## src/design/stc_params.svh

```systemverilog
// Purpose: constants for the switch table command register bank
// Assumes: APB byte addresses are four times the register index
// Notes:   times in their own units, cycle counts derived from the clock rate
`ifndef STC_PARAMS_SVH
`define STC_PARAMS_SVH
`define STC_IDX_ADDR_STS     14'h1808
`define STC_IDX_ADDR_CFG     14'h1809
`define STC_IDX_VLAN_CMD     14'h180b
`define STC_IDX_VLAN_WDATA   14'h180c
`define STC_IDX_VLAN_CMD_STS 14'h180d
`define STC_IDX_VLAN_RDATA   14'h180e
`define STC_IDX_AGE_TICK     14'h1810
`define STC_CLK_MHZ          100
`define STC_INIT_US          20
`define STC_INIT_CYCLES      (`STC_INIT_US * `STC_CLK_MHZ)
`define STC_AGE_NORMAL_S     300
`define STC_AGE_TEST_MS      50
`define STC_AGE_NORMAL_CYC   (64'(`STC_AGE_NORMAL_S) * 64'(1000000) * 64'(`STC_CLK_MHZ))
`define STC_AGE_TEST_CYC     (64'(`STC_AGE_TEST_MS) * 64'(1000) * 64'(`STC_CLK_MHZ))
`define STC_ACCESS_CYCLES    2
`define STC_BIT_INIT_DONE    1
`define STC_BIT_MAKE_PEND    0
`define STC_BIT_AGE_TEST     0
`define STC_BIT_RNW          5
`define STC_BIT_PORT_SEL     4
`define STC_BIT_PENDING      0
`define STC_PVID_LSB         0
`define STC_PVID_MSB         11
`define STC_PRIO_LSB         12
`define STC_PRIO_MSB         14
`define STC_VID_MSB          11
`define STC_UNTAG0_BIT       12
`define STC_MEMBER0_BIT      13
`define STC_ENTRY_MSB        17
`define STC_CMD_MSB          5
`endif

```

## src/design/stc_pkg.sv

```systemverilog
// Purpose: types for the switch table command register bank
// Assumes: nothing beyond the params header
// Notes:   states are one-hot
package stc_pkg;
  typedef enum logic [2:0] {
    STC_INIT   = 3'b001,
    STC_IDLE   = 3'b010,
    STC_ACCESS = 3'b100
  } stc_state_type;
  typedef logic [17:0] stc_entry_type;
endpackage : stc_pkg

```

## src/design/stc_age_timer.sv

```systemverilog
// Purpose: address table aging period timer
// Assumes: one clock, ticks issued as one-cycle enable pulses
// Notes:   test mode shortens the period; a mode change restarts the count
`timescale 1ns/1ns
`include "stc_params.svh"
module stc_age_timer #(
  parameter logic [63:0] NORMAL_CYCLES = `STC_AGE_NORMAL_CYC,
  parameter logic [63:0] TEST_CYCLES   = `STC_AGE_TEST_CYC
) (
  // clock and reset
  input  wire logic core_clk,
  input  wire logic rst_b,
  // control
  input  wire logic ageTest,
  input  wire logic run,
  // event
  output logic      ageTick
);
  import stc_pkg::*;
  logic [63:0] count;
  logic [63:0] next_count;
  logic        lastTest;
  logic        next_ageTick;
  logic [63:0] period;

  always_comb
  begin
    period       = ageTest ? TEST_CYCLES : NORMAL_CYCLES;
    next_count   = count;
    next_ageTick = 1'b0;
    if (!run || (ageTest != lastTest))
    begin
      next_count = 64'h0;
    end
    else if (count >= period - 64'h1)
    begin
      next_count   = 64'h0;
      next_ageTick = 1'b1;
    end
    else
    begin
      next_count = count + 64'h1;
    end
  end

  always_ff @(posedge core_clk or negedge rst_b)
  begin
    if (!rst_b)
    begin
      count    <= 64'h0;
      lastTest <= 1'b0;
      ageTick  <= 1'b0;
    end
    else
    begin
      count    <= next_count;
      lastTest <= ageTest;
      ageTick  <= next_ageTick;
    end
  end
endmodule : stc_age_timer

```

## src/design/stc_switch_table_regs.sv

```systemverilog
// Purpose: APB register bank for address table status/config and VLAN/port default tables
// Assumes: APB with 32-bit data, byte address = register index * 4
// Notes:   entry creation is requested by the lookup engine on makeStart/makeDone
//
// Functional notes
// (RULE1) init-done reads 0, sets after init
// (RULE2) init about 20 us, drop packets meanwhile
// (RULE3) software polls init-done before table writes
// (RULE4) make-pending high during entry creation
// (RULE5) age test shortens aging to 50 ms
// (RULE6) command write launches the table access
// (RULE7) read result appears in read-data register
// (RULE8) software loads write data before write command
// (RULE9) command bit 5 selects read or write
// (RULE10) command bit 4 selects port table
// (RULE11) index VLAN 0-15 or port 0-2
// (RULE12) port entry: VID 11:0, priority 14:12
// (RULE13) port defaults apply to untagged/null packets
// (RULE14) port defaults reset to zero
// (RULE15) software avoids VID zero and all ones
// (RULE16) VLAN entry bit 17 is port 2 member
// (RULE17) membership admits ingress, non-member filtered
// (RULE18) bits 16/14/12 untag, 15/13 member
// (RULE19) VLAN entry VID 11:0, zero disables
// (RULE20) pending held until access completes
`timescale 1ns/1ns
`include "stc_params.svh"
module stc_switch_table_regs #(
  parameter int          VLAN_ENTRIES = 16,
  parameter int          PORTS        = 3,
  parameter int unsigned INIT_CYCLES  = `STC_INIT_CYCLES,
  parameter logic [63:0] AGE_NORMAL   = `STC_AGE_NORMAL_CYC,
  parameter logic [63:0] AGE_TEST     = `STC_AGE_TEST_CYC
) (
  // clock and reset
  input  wire logic        core_clk,
  input  wire logic        rst_b,
  // apb slave
  input  wire logic        psel,
  input  wire logic        penable,
  input  wire logic        pwrite,
  input  wire logic [15:0] paddr,
  input  wire logic [31:0] pwdata,
  output logic             pready,
  output logic [31:0]      prdata,
  output logic             pslverr,
  // entry creation from the learning engine
  input  wire logic        makeStart,
  input  wire logic        makeDone,
  // aging
  output logic             ageTick,
  // ingress classification
  input  wire logic [1:0]  rxPort,
  input  wire logic        rxTagged,
  input  wire logic [11:0] rxVid,
  input  wire logic [2:0]  rxPrio,
  input  wire logic [1:0]  rxAdmitNonMember,
  output logic [11:0]      effVid,
  output logic [2:0]       effPrio,
  output logic             rxAdmit,
  output logic             rxDrop,
  output logic [2:0]       egressMembers,
  output logic [2:0]       egressUntag
);
  import stc_pkg::*;

  stc_state_type state;
  stc_state_type next_state;
  logic [31:0]   initCount;
  logic [31:0]   next_initCount;
  logic [31:0]   accCount;
  logic [31:0]   next_accCount;
  logic          initDone;
  logic          next_initDone;
  logic          makePending;
  logic          next_makePending;
  logic          ageTest;
  logic          next_ageTest;
  logic [5:0]    cmd;
  logic [5:0]    next_cmd;
  stc_entry_type wrData;
  stc_entry_type next_wrData;
  stc_entry_type rdData;
  stc_entry_type next_rdData;
  stc_entry_type vlanTable [VLAN_ENTRIES];
  stc_entry_type portTable [PORTS];
  logic          wrStrobe;
  logic          rdStrobe;
  logic [13:0]   regIndex;
  logic          mapped;
  logic [31:0]   readMux;
  logic [3:0]    idx;

  function automatic logic isIndex(input logic [13:0] a, input logic [13:0] r);
    isIndex = (a == r);
  endfunction : isIndex

  assign regIndex = paddr[15:2];
  assign wrStrobe = psel && penable && pwrite;
  assign rdStrobe = psel && penable && !pwrite;
  assign pready   = 1'b1;
  assign mapped   = isIndex(regIndex, `STC_IDX_ADDR_STS) || isIndex(regIndex, `STC_IDX_ADDR_CFG)
                 || isIndex(regIndex, `STC_IDX_VLAN_CMD) || isIndex(regIndex, `STC_IDX_VLAN_WDATA)
                 || isIndex(regIndex, `STC_IDX_VLAN_CMD_STS)
                 || isIndex(regIndex, `STC_IDX_VLAN_RDATA);
  assign pslverr  = psel && penable && !mapped;
  // (RULE11) entry or port index
  assign idx      = cmd[3:0];

  // control state next values
  always_comb
  begin
    next_state       = state;
    next_initCount   = initCount;
    next_accCount    = accCount;
    next_initDone    = initDone;
    next_makePending = makePending;
    next_ageTest     = ageTest;
    next_cmd         = cmd;
    next_wrData      = wrData;
    next_rdData      = rdData;
    // (RULE4) make pending flag
    if (makeStart)
    begin
      next_makePending = 1'b1;
    end
    else if (makeDone)
    begin
      next_makePending = 1'b0;
    end
    if (wrStrobe && isIndex(regIndex, `STC_IDX_ADDR_CFG))
    begin
      next_ageTest = pwdata[`STC_BIT_AGE_TEST];
    end
    if (wrStrobe && isIndex(regIndex, `STC_IDX_VLAN_WDATA))
    begin
      next_wrData = pwdata[`STC_ENTRY_MSB:0];
    end
    unique case (state)
      STC_INIT:
      begin
        // (RULE1) init-done sets at count end
        if (initCount >= INIT_CYCLES - 1)
        begin
          next_initDone = 1'b1;
          next_state    = STC_IDLE;
        end
        else
        begin
          next_initCount = initCount + 32'h1;
        end
      end
      STC_IDLE:
      begin
        // (RULE6) command write launches access
        if (wrStrobe && isIndex(regIndex, `STC_IDX_VLAN_CMD))
        begin
          next_cmd      = pwdata[`STC_CMD_MSB:0];
          next_accCount = 32'h0;
          next_state    = STC_ACCESS;
        end
      end
      STC_ACCESS:
      begin
        // (RULE20) pending until access finishes
        if (accCount >= `STC_ACCESS_CYCLES - 1)
        begin
          next_state = STC_IDLE;
          // (RULE7) capture read result
          if (cmd[`STC_BIT_RNW])
          begin
            next_rdData = cmd[`STC_BIT_PORT_SEL] ? portTable[idx[1:0]] : vlanTable[idx];
          end
        end
        else
        begin
          next_accCount = accCount + 32'h1;
        end
      end
      default:
      begin
        next_state = STC_IDLE;
      end
    endcase
  end

  always_ff @(posedge core_clk or negedge rst_b)
  begin
    if (!rst_b)
    begin
      state       <= STC_INIT;
      initCount   <= 32'h0;
      accCount    <= 32'h0;
      initDone    <= 1'b0;
      makePending <= 1'b0;
      ageTest     <= 1'b0;
      cmd         <= 6'h0;
      wrData      <= 18'h0;
      rdData      <= 18'h0;
    end
    else
    begin
      state       <= next_state;
      initCount   <= next_initCount;
      accCount    <= next_accCount;
      initDone    <= next_initDone;
      makePending <= next_makePending;
      ageTest     <= next_ageTest;
      cmd         <= next_cmd;
      wrData      <= next_wrData;
      rdData      <= next_rdData;
    end
  end

  // table storage, written at the end of a write access
  generate
    for (genvar v = 0; v < VLAN_ENTRIES; v++)
    begin : g_vlan
      always_ff @(posedge core_clk or negedge rst_b)
      begin
        if (!rst_b)
        begin
          vlanTable[v] <= 18'h0;
        end
        // (RULE10) table select and (RULE9) direction
        else if (state == STC_ACCESS && next_state == STC_IDLE && !cmd[`STC_BIT_RNW]
                 && !cmd[`STC_BIT_PORT_SEL] && idx == 4'(v))
        begin
          vlanTable[v] <= wrData;
        end
      end
    end
    for (genvar p = 0; p < PORTS; p++)
    begin : g_port
      always_ff @(posedge core_clk or negedge rst_b)
      begin
        // (RULE14) port defaults reset to zero
        if (!rst_b)
        begin
          portTable[p] <= 18'h0;
        end
        // (RULE12) only VID and priority kept
        else if (state == STC_ACCESS && next_state == STC_IDLE && !cmd[`STC_BIT_RNW]
                 && cmd[`STC_BIT_PORT_SEL] && idx == 4'(p))
        begin
          portTable[p] <= {3'h0, wrData[`STC_PRIO_MSB:`STC_PVID_LSB]};
        end
      end
    end
  endgenerate

  // register read mux
  always_comb
  begin
    readMux = 32'h0;
    if (isIndex(regIndex, `STC_IDX_ADDR_STS))
    begin
      readMux[`STC_BIT_INIT_DONE] = initDone;
      readMux[`STC_BIT_MAKE_PEND] = makePending;
    end
    else if (isIndex(regIndex, `STC_IDX_ADDR_CFG))
    begin
      readMux[`STC_BIT_AGE_TEST] = ageTest;
    end
    else if (isIndex(regIndex, `STC_IDX_VLAN_CMD))
    begin
      readMux[`STC_CMD_MSB:0] = cmd;
    end
    else if (isIndex(regIndex, `STC_IDX_VLAN_WDATA))
    begin
      readMux[`STC_ENTRY_MSB:0] = wrData;
    end
    else if (isIndex(regIndex, `STC_IDX_VLAN_CMD_STS))
    begin
      readMux[`STC_BIT_PENDING] = (state == STC_ACCESS);
    end
    else if (isIndex(regIndex, `STC_IDX_VLAN_RDATA))
    begin
      readMux[`STC_ENTRY_MSB:0] = rdData;
    end
  end

  always_ff @(posedge core_clk or negedge rst_b)
  begin
    if (!rst_b)
    begin
      prdata <= 32'h0;
    end
    else if (psel && !penable && !pwrite)
    begin
      prdata <= readMux;
    end
  end

  // (RULE5) aging period selection
  stc_age_timer #(
    .NORMAL_CYCLES (AGE_NORMAL),
    .TEST_CYCLES   (AGE_TEST)
  ) u_age (
    .core_clk (core_clk),
    .rst_b    (rst_b),
    .ageTest  (ageTest),
    .run      (initDone),
    .ageTick  (ageTick)
  );

  // ingress classification against the tables
  always_comb
  begin
    logic          useDefault;
    logic          hit;
    stc_entry_type pent;
    stc_entry_type vent;
    useDefault    = 1'b0;
    hit           = 1'b0;
    pent          = portTable[(rxPort < 2'(PORTS)) ? rxPort : 2'h0];
    vent          = 18'h0;
    // (RULE13) untagged or null VID uses port defaults
    useDefault    = !rxTagged || (rxVid == 12'h0);
    effVid        = useDefault ? pent[`STC_PVID_MSB:`STC_PVID_LSB] : rxVid;
    effPrio       = useDefault ? pent[`STC_PRIO_MSB:`STC_PRIO_LSB] : rxPrio;
    for (int i = 0; i < VLAN_ENTRIES; i++)
    begin
      // (RULE19) zero VID disables entry
      if (!hit && vlanTable[i][`STC_VID_MSB:0] != 12'h0
          && vlanTable[i][`STC_VID_MSB:0] == effVid)
      begin
        hit  = 1'b1;
        vent = vlanTable[i];
      end
    end
    // (RULE18) member and untag bit pairs, (RULE16) port 2 at top
    for (int k = 0; k < 3; k++)
    begin
      egressMembers[k] = vent[`STC_MEMBER0_BIT + 2 * k];
      egressUntag[k]   = vent[`STC_UNTAG0_BIT + 2 * k];
    end
    // (RULE17) member admits, else non-member admission
    rxAdmit = initDone && hit && (egressMembers[rxPort] || rxAdmitNonMember[rxPort[0]]);
    // (RULE2) drop while table initializing
    rxDrop  = !initDone;
  end
endmodule : stc_switch_table_regs

```

## config.mk

```make
export PLATFORM = sky130hd
export DESIGN_NAME = stc_switch_table_regs
export DESIGN_NICKNAME = d
export VERILOG_FILES = /design/src/design/stc_pkg.sv /design/src/design/stc_age_timer.sv /design/src/design/stc_switch_table_regs.sv
export VERILOG_INCLUDE_DIRS = /design/src /design/src/design
export SDC_FILE = /design/constraint.sdc
export NUM_CORES = 1
export LEC_CHECK = 0
export BUFFER_PORTS_ARGS = -buffer_cell sky130_fd_sc_hd__buf_2
export CAP_MARGIN = 10
export CORE_MARGIN = 5
export CORE_UTILIZATION = 57
export DETAILED_ROUTE_END_ITERATION = 6
export MAX_ROUTING_LAYER = met4
export PLACE_DENSITY = 0.75
export REMOVE_ABC_BUFFERS = 1
export SLEW_MARGIN = 15
export SYNTH_ARGS = -nofsm -noshare
export SYNTH_HDL_FRONTEND = slang
export SYNTH_SLANG_ARGS = --single-unit
```

## constraint.sdc

```tcl
create_clock -name core_clk -period 5.4 [get_ports core_clk]
set_clock_uncertainty 0.2 [all_clocks]
set_input_delay 0.27 -clock core_clk [delete_from_list [all_inputs] [get_ports core_clk]]
set_output_delay 0.27 -clock core_clk [all_outputs]
set_load 0.02 [all_outputs]
```

==> results.md, run 1 <==
- Sw Ratio: 0.230
- Router iterations before antenna repair: 7
- Crit-path max FO: 5
- Met2 Resource Use GR: 0.496
- Via count normalized by instance count: 6.49
- Synthesis-to-finish area growth: 15.1%
- Post-synth cell types: 98
- Transition time at the pin with the least slew margin: 1290 ps
- Post-layout net count: 2,727
- Final setup fails: 0
- Most congested layer reported by global routing: met2
- Half-perimeter wire length of the detailed placement result: 62.2 mm
- CTS tree: yes
- WHS: 42.6 ps
- Run status: finished, final reports clean
- Final count of pins violating max slew: 0
- Worst hold path class: in2async
- Final Wtd Congestion: 1.03
- Seq/Total Area, Yosys: 0.455
- Sequential fraction of design power: 0.448
- Final cell count without fillers: 3,350
- Number of violations reported at the end of detailed-routing iteration 0: 2,392
- First-pass GRT wire length: 135 mm
- Post-synth EDFFs: 0
- Root buf cell: clkbuf_16
- Initial standard-cell utilization of the core: 0.578
- Maximum buffer depth of the clock tree: 3
- Kind of capture point of the worst setup path: output port
- Dominant synthesized flop cell: dfrtp_1
- Internal Pwr Total: 6830 uW
- Critical Path Source Type: input pin
- Cell Pwr Density: 265 nW/um2
- Routed Antenna Nets: 0
- Total of max-cap violations: 0
- Flip-flop and latch count after synthesis: 529
- Pin count of the biggest net entering global routing: 157
- Portion of total power attributed to the clock network: 0.503
- Cell count after placement: 3,205
- Crit Path Class: in2out
- GRT met3 Usage: 0.0666
- Width of the die: 236 um
- Ranking of synthesized cells by area: dfrtp_1 (45%), mux2_2 (15%), mux4_2 (7.0%)
- Fill cell instance count of the final layout: 3,670
- Routed wire length: 88.1 mm
- Synthesized area divided by synthesized cell count: 11.9 um2
- Number of global-route vias before repair: 22,100
- H-tree Lvls: 2
- Maximum clock rate: 186 MHz
- Min Clock Period, post-route: 5370 ps
- Area inside the core boundary: 50,300 um2
- Static leakage power: 0.0153 uW
- Global routing usage on met1: 0.422
- Clock sink total: 529
- Cell type with the largest total area after synthesis: dfrtp_1
- Data required time at the worst endpoint: 4930 ps
- Total Routing Usage GR: 0.321
- Peak supply drop: 0.298 mV
- Part of the cycle the worst path needs: 0.994
- Wire length per cell after detailed routing: 26.3 um
- Die outline height: 236 um
- Die ar.: 55,600 um2
- Async S/R FF share, synth: 1.00
- Cell with the most instances after synthesis: dfrtp_1
- Top-level port count: 133
- Final global-route overflow total: 0
- Clock buffers created by TritonCTS: 57
- Post-Syn Instances: 2,450
- Fraction of layout cells with a size suffix above 1: 0.332
- Worst endpoint data arrival time: 4900 ps
- Number of standard-cell rows in the floorplan: 82
- Vias post-DR: 21,700
- Post-synth top area share: 0.454
- Worst max-slew margin expressed relative to the limit: 0.142
- Synthesized cell area: 29,100 um2
- Number of port buffers: 101
- Net Sw Power: 2040 uW
- Most common library cells after synthesis: dfrtp_1 (528), mux2_2 (383), xnor2_1 (153)
- Clock-pin slew on the worst setup and hold paths: 60 ps
- Antenna violations before repair: 4
- Clock latency reported for the late side of the worst-skew pair: 650 ps
- Number of DRC violations after detailed routing: 0
- Final hold viol count: 0
- Warnings, synthesis: 0
- Fraction of power consumed by combinational cells: 0.049
- Pwr Total: 8880 uW
==> layout by cell type, fill, tap and decap left out, types with 8 or more instances in the layout <==
master and count:
nor3b_1 11, nand3_1 54, conb_1 43, ha_1 24
buf_4 129, o211ai_1 9, nor3_1 71, nor4_1 71
xnor2_1 150, nand4_1 39, a311oi_1 10, and4_1 9
nand2_1 128, clkbuf_16 57, nor2_1 97, buf_2 99
and2_1 13, clkbuf_8 13, a22oi_1 15, dlygate4sd3_1 27
a211oi_1 17, o22ai_1 9, xor2_1 51, mux4_2 90
and3_1 24, bufinv_16 12, nand2b_1 11, o21ai_0 45
a31oi_1 18, mux2_2 382, nor2b_1 22, dfrtp_1 526
mux2i_1 75, nor4b_1 9, inv_1 43, o221ai_1 8
a21oi_1 49, o31ai_1 15
==> per-layer routing <==
layer | up-vias | share of wire
met2 | 980 | 0.47
met4 | 0 | 0.044
met5 | - | 0
li1 | 9395 | -
met1 | 11200 | 0.40
met3 | 222 | 0.080
==> path summary, 6_finish.rpt <==
kind	startpoint	endpoint	slack [ps]	cells after the start
worst max-delay path	rxVid[0]	rxAdmit	30	18
worst min-delay path	rst_b	u_age.count[43]	40	2
worst max register to register	accCount[0]	vlanTable[63]	1320	11
worst min register to register	initCount[26]	initCount[26]	170	0
max in group asynchronous	rst_b	vlanTable[2]	3630	3
min in group core_clk	paddr[2]	prdata[1]	80	4
==> cell families (layout without fill, tap and decap cells) <==
| family | count (synthesis) | in the layout | share of synthesized area |
|---|---|---|---|
| and+or+nand+nor | 619 | 619 | 0.119 |
| muxes | 553 | 553 | 0.246 |
| DFF | 529 | 529 | 0.455 |
| AOI/OAI and AO/OA | 282 | 282 | 0.0713 |
| buffers and inverters | 237 | 421 | 0.0369 |
| xor gates and xnor gates | 204 | 204 | 0.0615 |
| adders and majority gates | 24 | 24 | 0.0103 |
| other | 2 | 46 | 0.000258 |
==> state kept, by name (all words and copies together), names as in the netlist <==
name and cells:
rdData 18, u_age.lastTest 1, state 3, u_age.count 64, initCount 32, wrData 18, vlanTable 288, ageTest 1
accCount 32, initDone 1, u_age.ageTick 1, portTable 45, cmd 6, prdata 18, makePending 1
==> worst max-delay path: stages <==
cell and delay [ps]:
buf_2 140, or4_1 670, o31ai_4 330, buf_4 190, buf_4 160, a21boi_4 110, buf_4 160, a22oi_4 190
nand4_4 150, or4_4 590, a211o_1 290, a21oi_1 130, o221ai_1 200, a311o_1 350, a2111o_1 460, a32oi_2 230
a21oi_2 90, buf_4 170
==> power by group through the flow <==
stage	Sequential [uW]	Combinational, uW	Clock, uW
3_5_place_dp	4050	409	0
4_1_cts	3980	427	4520
3_3_place_gp	4050	402	0
6_report	3980	436	4460
5_1_grt	3980	472	4670
2_1_floorplan	4050	170	0
==> per-stage QoR <==
stage          cell area (um2)  setup TNS [ps]  utilization  setup slack (ps)
2_1_floorplan            28300          -13670            -              -187
3_3_place_gp             30800               0        0.612              82.9
3_5_place_dp             30800               0        0.612              41.8
4_1_cts                  33200               0        0.661              6.22
5_1_grt                  33400           -92.1        0.665             -72.2
6_report                 33400               0        0.665              32.5
==> final cells by class <==
type | count | area (um2) | area share
Antenna cell | 3 | 7.51 | 0.000224
Clock buffer | 73 | 1620 | 0.0483
Clock inverter | 33 | 548 | 0.0164
Inverter | 50 | 198 | 0.00591
Multi-Input combinational cell | 1725 | 15100 | 0.451
Sequential cell | 529 | 13200 | 0.396
Tap cell | 672 | 841 | 0.0251
Timing Repair Buffer | 265 | 1900 | 0.0569
==> timing repair <==
action                                 CTS  global route
pin swaps                                2             7
hold buffers                            27             0
gates resized for setup                  4            33
setup buffers                            2             7
setup endpoints to repair                4             4
endpoints found under the hold margin  111             0
No activity file was read; power rests on OpenSTA's default activity.
==> run 2, diff against run 1 <==
- ABC_AREA: unset -> 1
==> run 2 against run 1 <==
Net effect:
- worst setup slack improved by 250 ps
- sequential share of layout area grew 2.9 points
- first-iteration DRC count up 55%
- final area down 6.9%
- register-to-register slack worse by 280 ps
- worst hold slack better by 7.6 ps
- critical path type is now reg2out
- critical endpoint unchanged
- largest cell class is now registers
- highest routed layer unchanged
==> results.md, run 2 <==
- Dominant synthesized flop cell: dfrtp_1
- Routed Antenna Nets: 0
- Root buf cell: clkbuf_16
- Width of the die: 231 um
- Total of max-cap violations: 0
- Die outline height: 231 um
- Worst hold path class: in2reg
- Min Clock Period, post-route: 5120 ps
- Cell count after placement: 4,154
- Top cell by count, worst path: nand2_1
- Number of resized instances in the post-cts repair step: 0
- Critical Path Source Type: flop
- Async S/R FF share, synth: 1.00
- Transition time at the pin with the least slew margin: 1320 ps
- Antenna violations before repair: 3
- Crit path buffers/inverters: 3
- Part of the cycle the worst path needs: 0.948
- Ranking of synthesized cells by area: dfrtp_1 (47%), nand2_1 (12%), o21ai_0 (7.7%)
- Maximum buffer depth of the clock tree: 3
- H-tree Lvls: 2
- Data required time at the worst endpoint: 4930 ps
- Most flops, register: vlanTable
- CTS tree: yes
- Via count normalized by instance count: 6.17
- Kind of capture point of the worst setup path: output port
- Seq/Total Area, Yosys: 0.476
- Worst max-slew margin expressed relative to the limit: 0.121
- Fill cell instance count of the final layout: 4,125
- Final global-route overflow total: 0
- Warnings, synthesis: 0
- RSZ-0062 raised after global routing: false
- Cell type group with the largest total delay on the critical path: simple AND/OR/NAND/NOR gates
- Reg-to-reg slack, setup: 1040 ps
- Area inside the core boundary: 48,600 um2
- Number of global-route vias before repair: 25,300
- Cell type with the largest total area after synthesis: dfrtp_1
- Flip-flop and latch count after synthesis: 529
- Crit Path Class: reg2out
- Synthesis-to-finish area growth: 11.9%
- Synthesized cell area: 27,800 um2
- Post-Syn Instances: 3,537
- Post-synth cell types: 62
- Total Routing Usage GR: 0.366
- Number of violations reported at the end of detailed-routing iteration 0: 3,701
- Wire length per cell after detailed routing: 22.5 um
- Static leakage power: 0.0144 uW
- Fraction of layout cells with a size suffix above 1: 0.0942
- Die ar.: 53,400 um2
- Total Neg Setup Slack: 0 ps
- Run status: finished, final reports clean
- Final count of pins violating max slew: 0
- Post-layout net count: 3,718
- Final core utilization: 0.640
- Number of port buffers: 101
- Placement-stage worst setup slack: 510 ps
- Clock latency reported for the late side of the worst-skew pair: 630 ps
- Cell with the most instances after synthesis: nand2_1
- Final Wtd Congestion: 1.03
- Cell at the slowest stage of the critical path: dfrtp_1
- Maximum clock rate: 195 MHz
- Most common cell after layout, fill and taps aside: nand2_1
- Routed wire length: 96.3 mm
- Most common library cells after synthesis: nand2_1 (864), dfrtp_1 (528), o21ai_0 (428)
- Delay contributed by the slowest stage of the critical path: 400 ps
- Synthesized area divided by synthesized cell count: 7.87 um2
- Cell Pwr Density: 271 nW/um2
- Final setup slack of the worst path: 280 ps
- Final cell count without fillers: 4,288
- Worst endpoint data arrival time: 4650 ps
- First-pass GRT wire length: 148 mm
- Number of standard-cell rows in the floorplan: 81
- Post-synth top area share: 0.475
- Router iterations before antenna repair: 7
- Final hold viol count: 0
- Clock-pin slew on the worst setup and hold paths: 70 ps
- Final setup fails: 0
- Clock buffers created by TritonCTS: 56
- Max FFs per register: 288
- Pin count of the biggest net entering global routing: 142
- Registers with the most flip-flops: vlanTable (288), u_age.count (64), portTable (45)
- Vias post-DR: 26,400
- Top library cells by usage in the layout, fill and taps aside: nand2_1 (858), dfrtp_1 (528), o21ai_0 (428), inv_1 (365), nor2_1 (224)
- Initial standard-cell utilization of the core: 0.572
- Number of DRC violations after detailed routing: 0
- Peak supply drop: 0.250 mV
- Crit-path max FO: 10
- Post-synth EDFFs: 0
- Half-perimeter wire length of the detailed placement result: 65.1 mm
- Top-level port count: 133
- Clock sink total: 529
-- run 2: worst paths after layout --
check / endpoint / depth (start not counted) / start
worst max-delay path: rxAdmit / 27 / portTable[3]
worst min-delay path: state[1] / 6 / pwrite
worst max register to register: u_age.count[34] / 29 / u_age.count[0]
worst min register to register: initCount[23] / 0 / initCount[23]
max in group asynchronous: vlanTable[200] / 3 / rst_b
min in group asynchronous: vlanTable[272] / 2 / rst_b
-- run 2: tightest hold or removal path, stage by stage --
cell	delay (ps)
buf_2	110
inv_1	50
nor2_1	60
inv_1	110
o21ai_0	120
nand4_1	100
-- run 2: through the flow --
step           instance area, um2  hold slack, ps  total power [uW]
3_5_place_dp                28900             167              4520
2_1_floorplan               27000            -226              4270
3_3_place_gp                28900             165              4510
4_1_cts                     31100            6.48              8460
5_1_grt                     31100            85.1              8680
6_report                    31100            50.2              8450
-- run 2: area by class of cell --
cell class	count	area [um2]	share of cell area
inverters	388	1460	0.0468
multi-input cells	2440	12400	0.397
clock buffers	75	1590	0.0509
repair buffers	204	1410	0.0453
flip-flops and latches	529	13200	0.425
clock inverters	26	294	0.00944
diodes	4	10.0	0.000321
well taps	622	778	0.0250
-- run 2: cell families after synthesis --
kind of cell | synth area share
AO/OA/AOI/OAI | 0.175
adder cells (fa/ha/maj) | 0.0108
XOR/XNOR | 0.0186
AND/OR/NAND/NOR | 0.232
other | 0.000270
multiplexers | 0.000360
buffers and inverters | 0.0872
flip-flops | 0.476
-- run 2: power breakdown --
group | switching [uW] | total (uW) | leakage, uW | internal, uW
Combinational | 353 | 487 | 0.00640 | 134
Sequential | 6.06 | 3990 | 0.00710 | 3980
Clock | 1670 | 3970 | 0.000915 | 2300
Total | 2030 | 8450 | 0.0144 | 6410
-- run 2: timing repair --
| item | CTS | global route |
|---|---|---|
| hold buffers | 29 | 0 |
| buffers inserted | 0 | 0 |
| hold endpoints to repair | 155 | 0 |
-- run 2: routing by layer --
layer / vias up / global-route usage / share of wire
li1: 11900 / - / -
met1: 12600 / 0.484 / 0.40
met2: 1525 / 0.552 / 0.45
met3: 344 / 0.0823 / 0.11
met4: 0 / 0.151 / 0.047
met5: - / - / 0
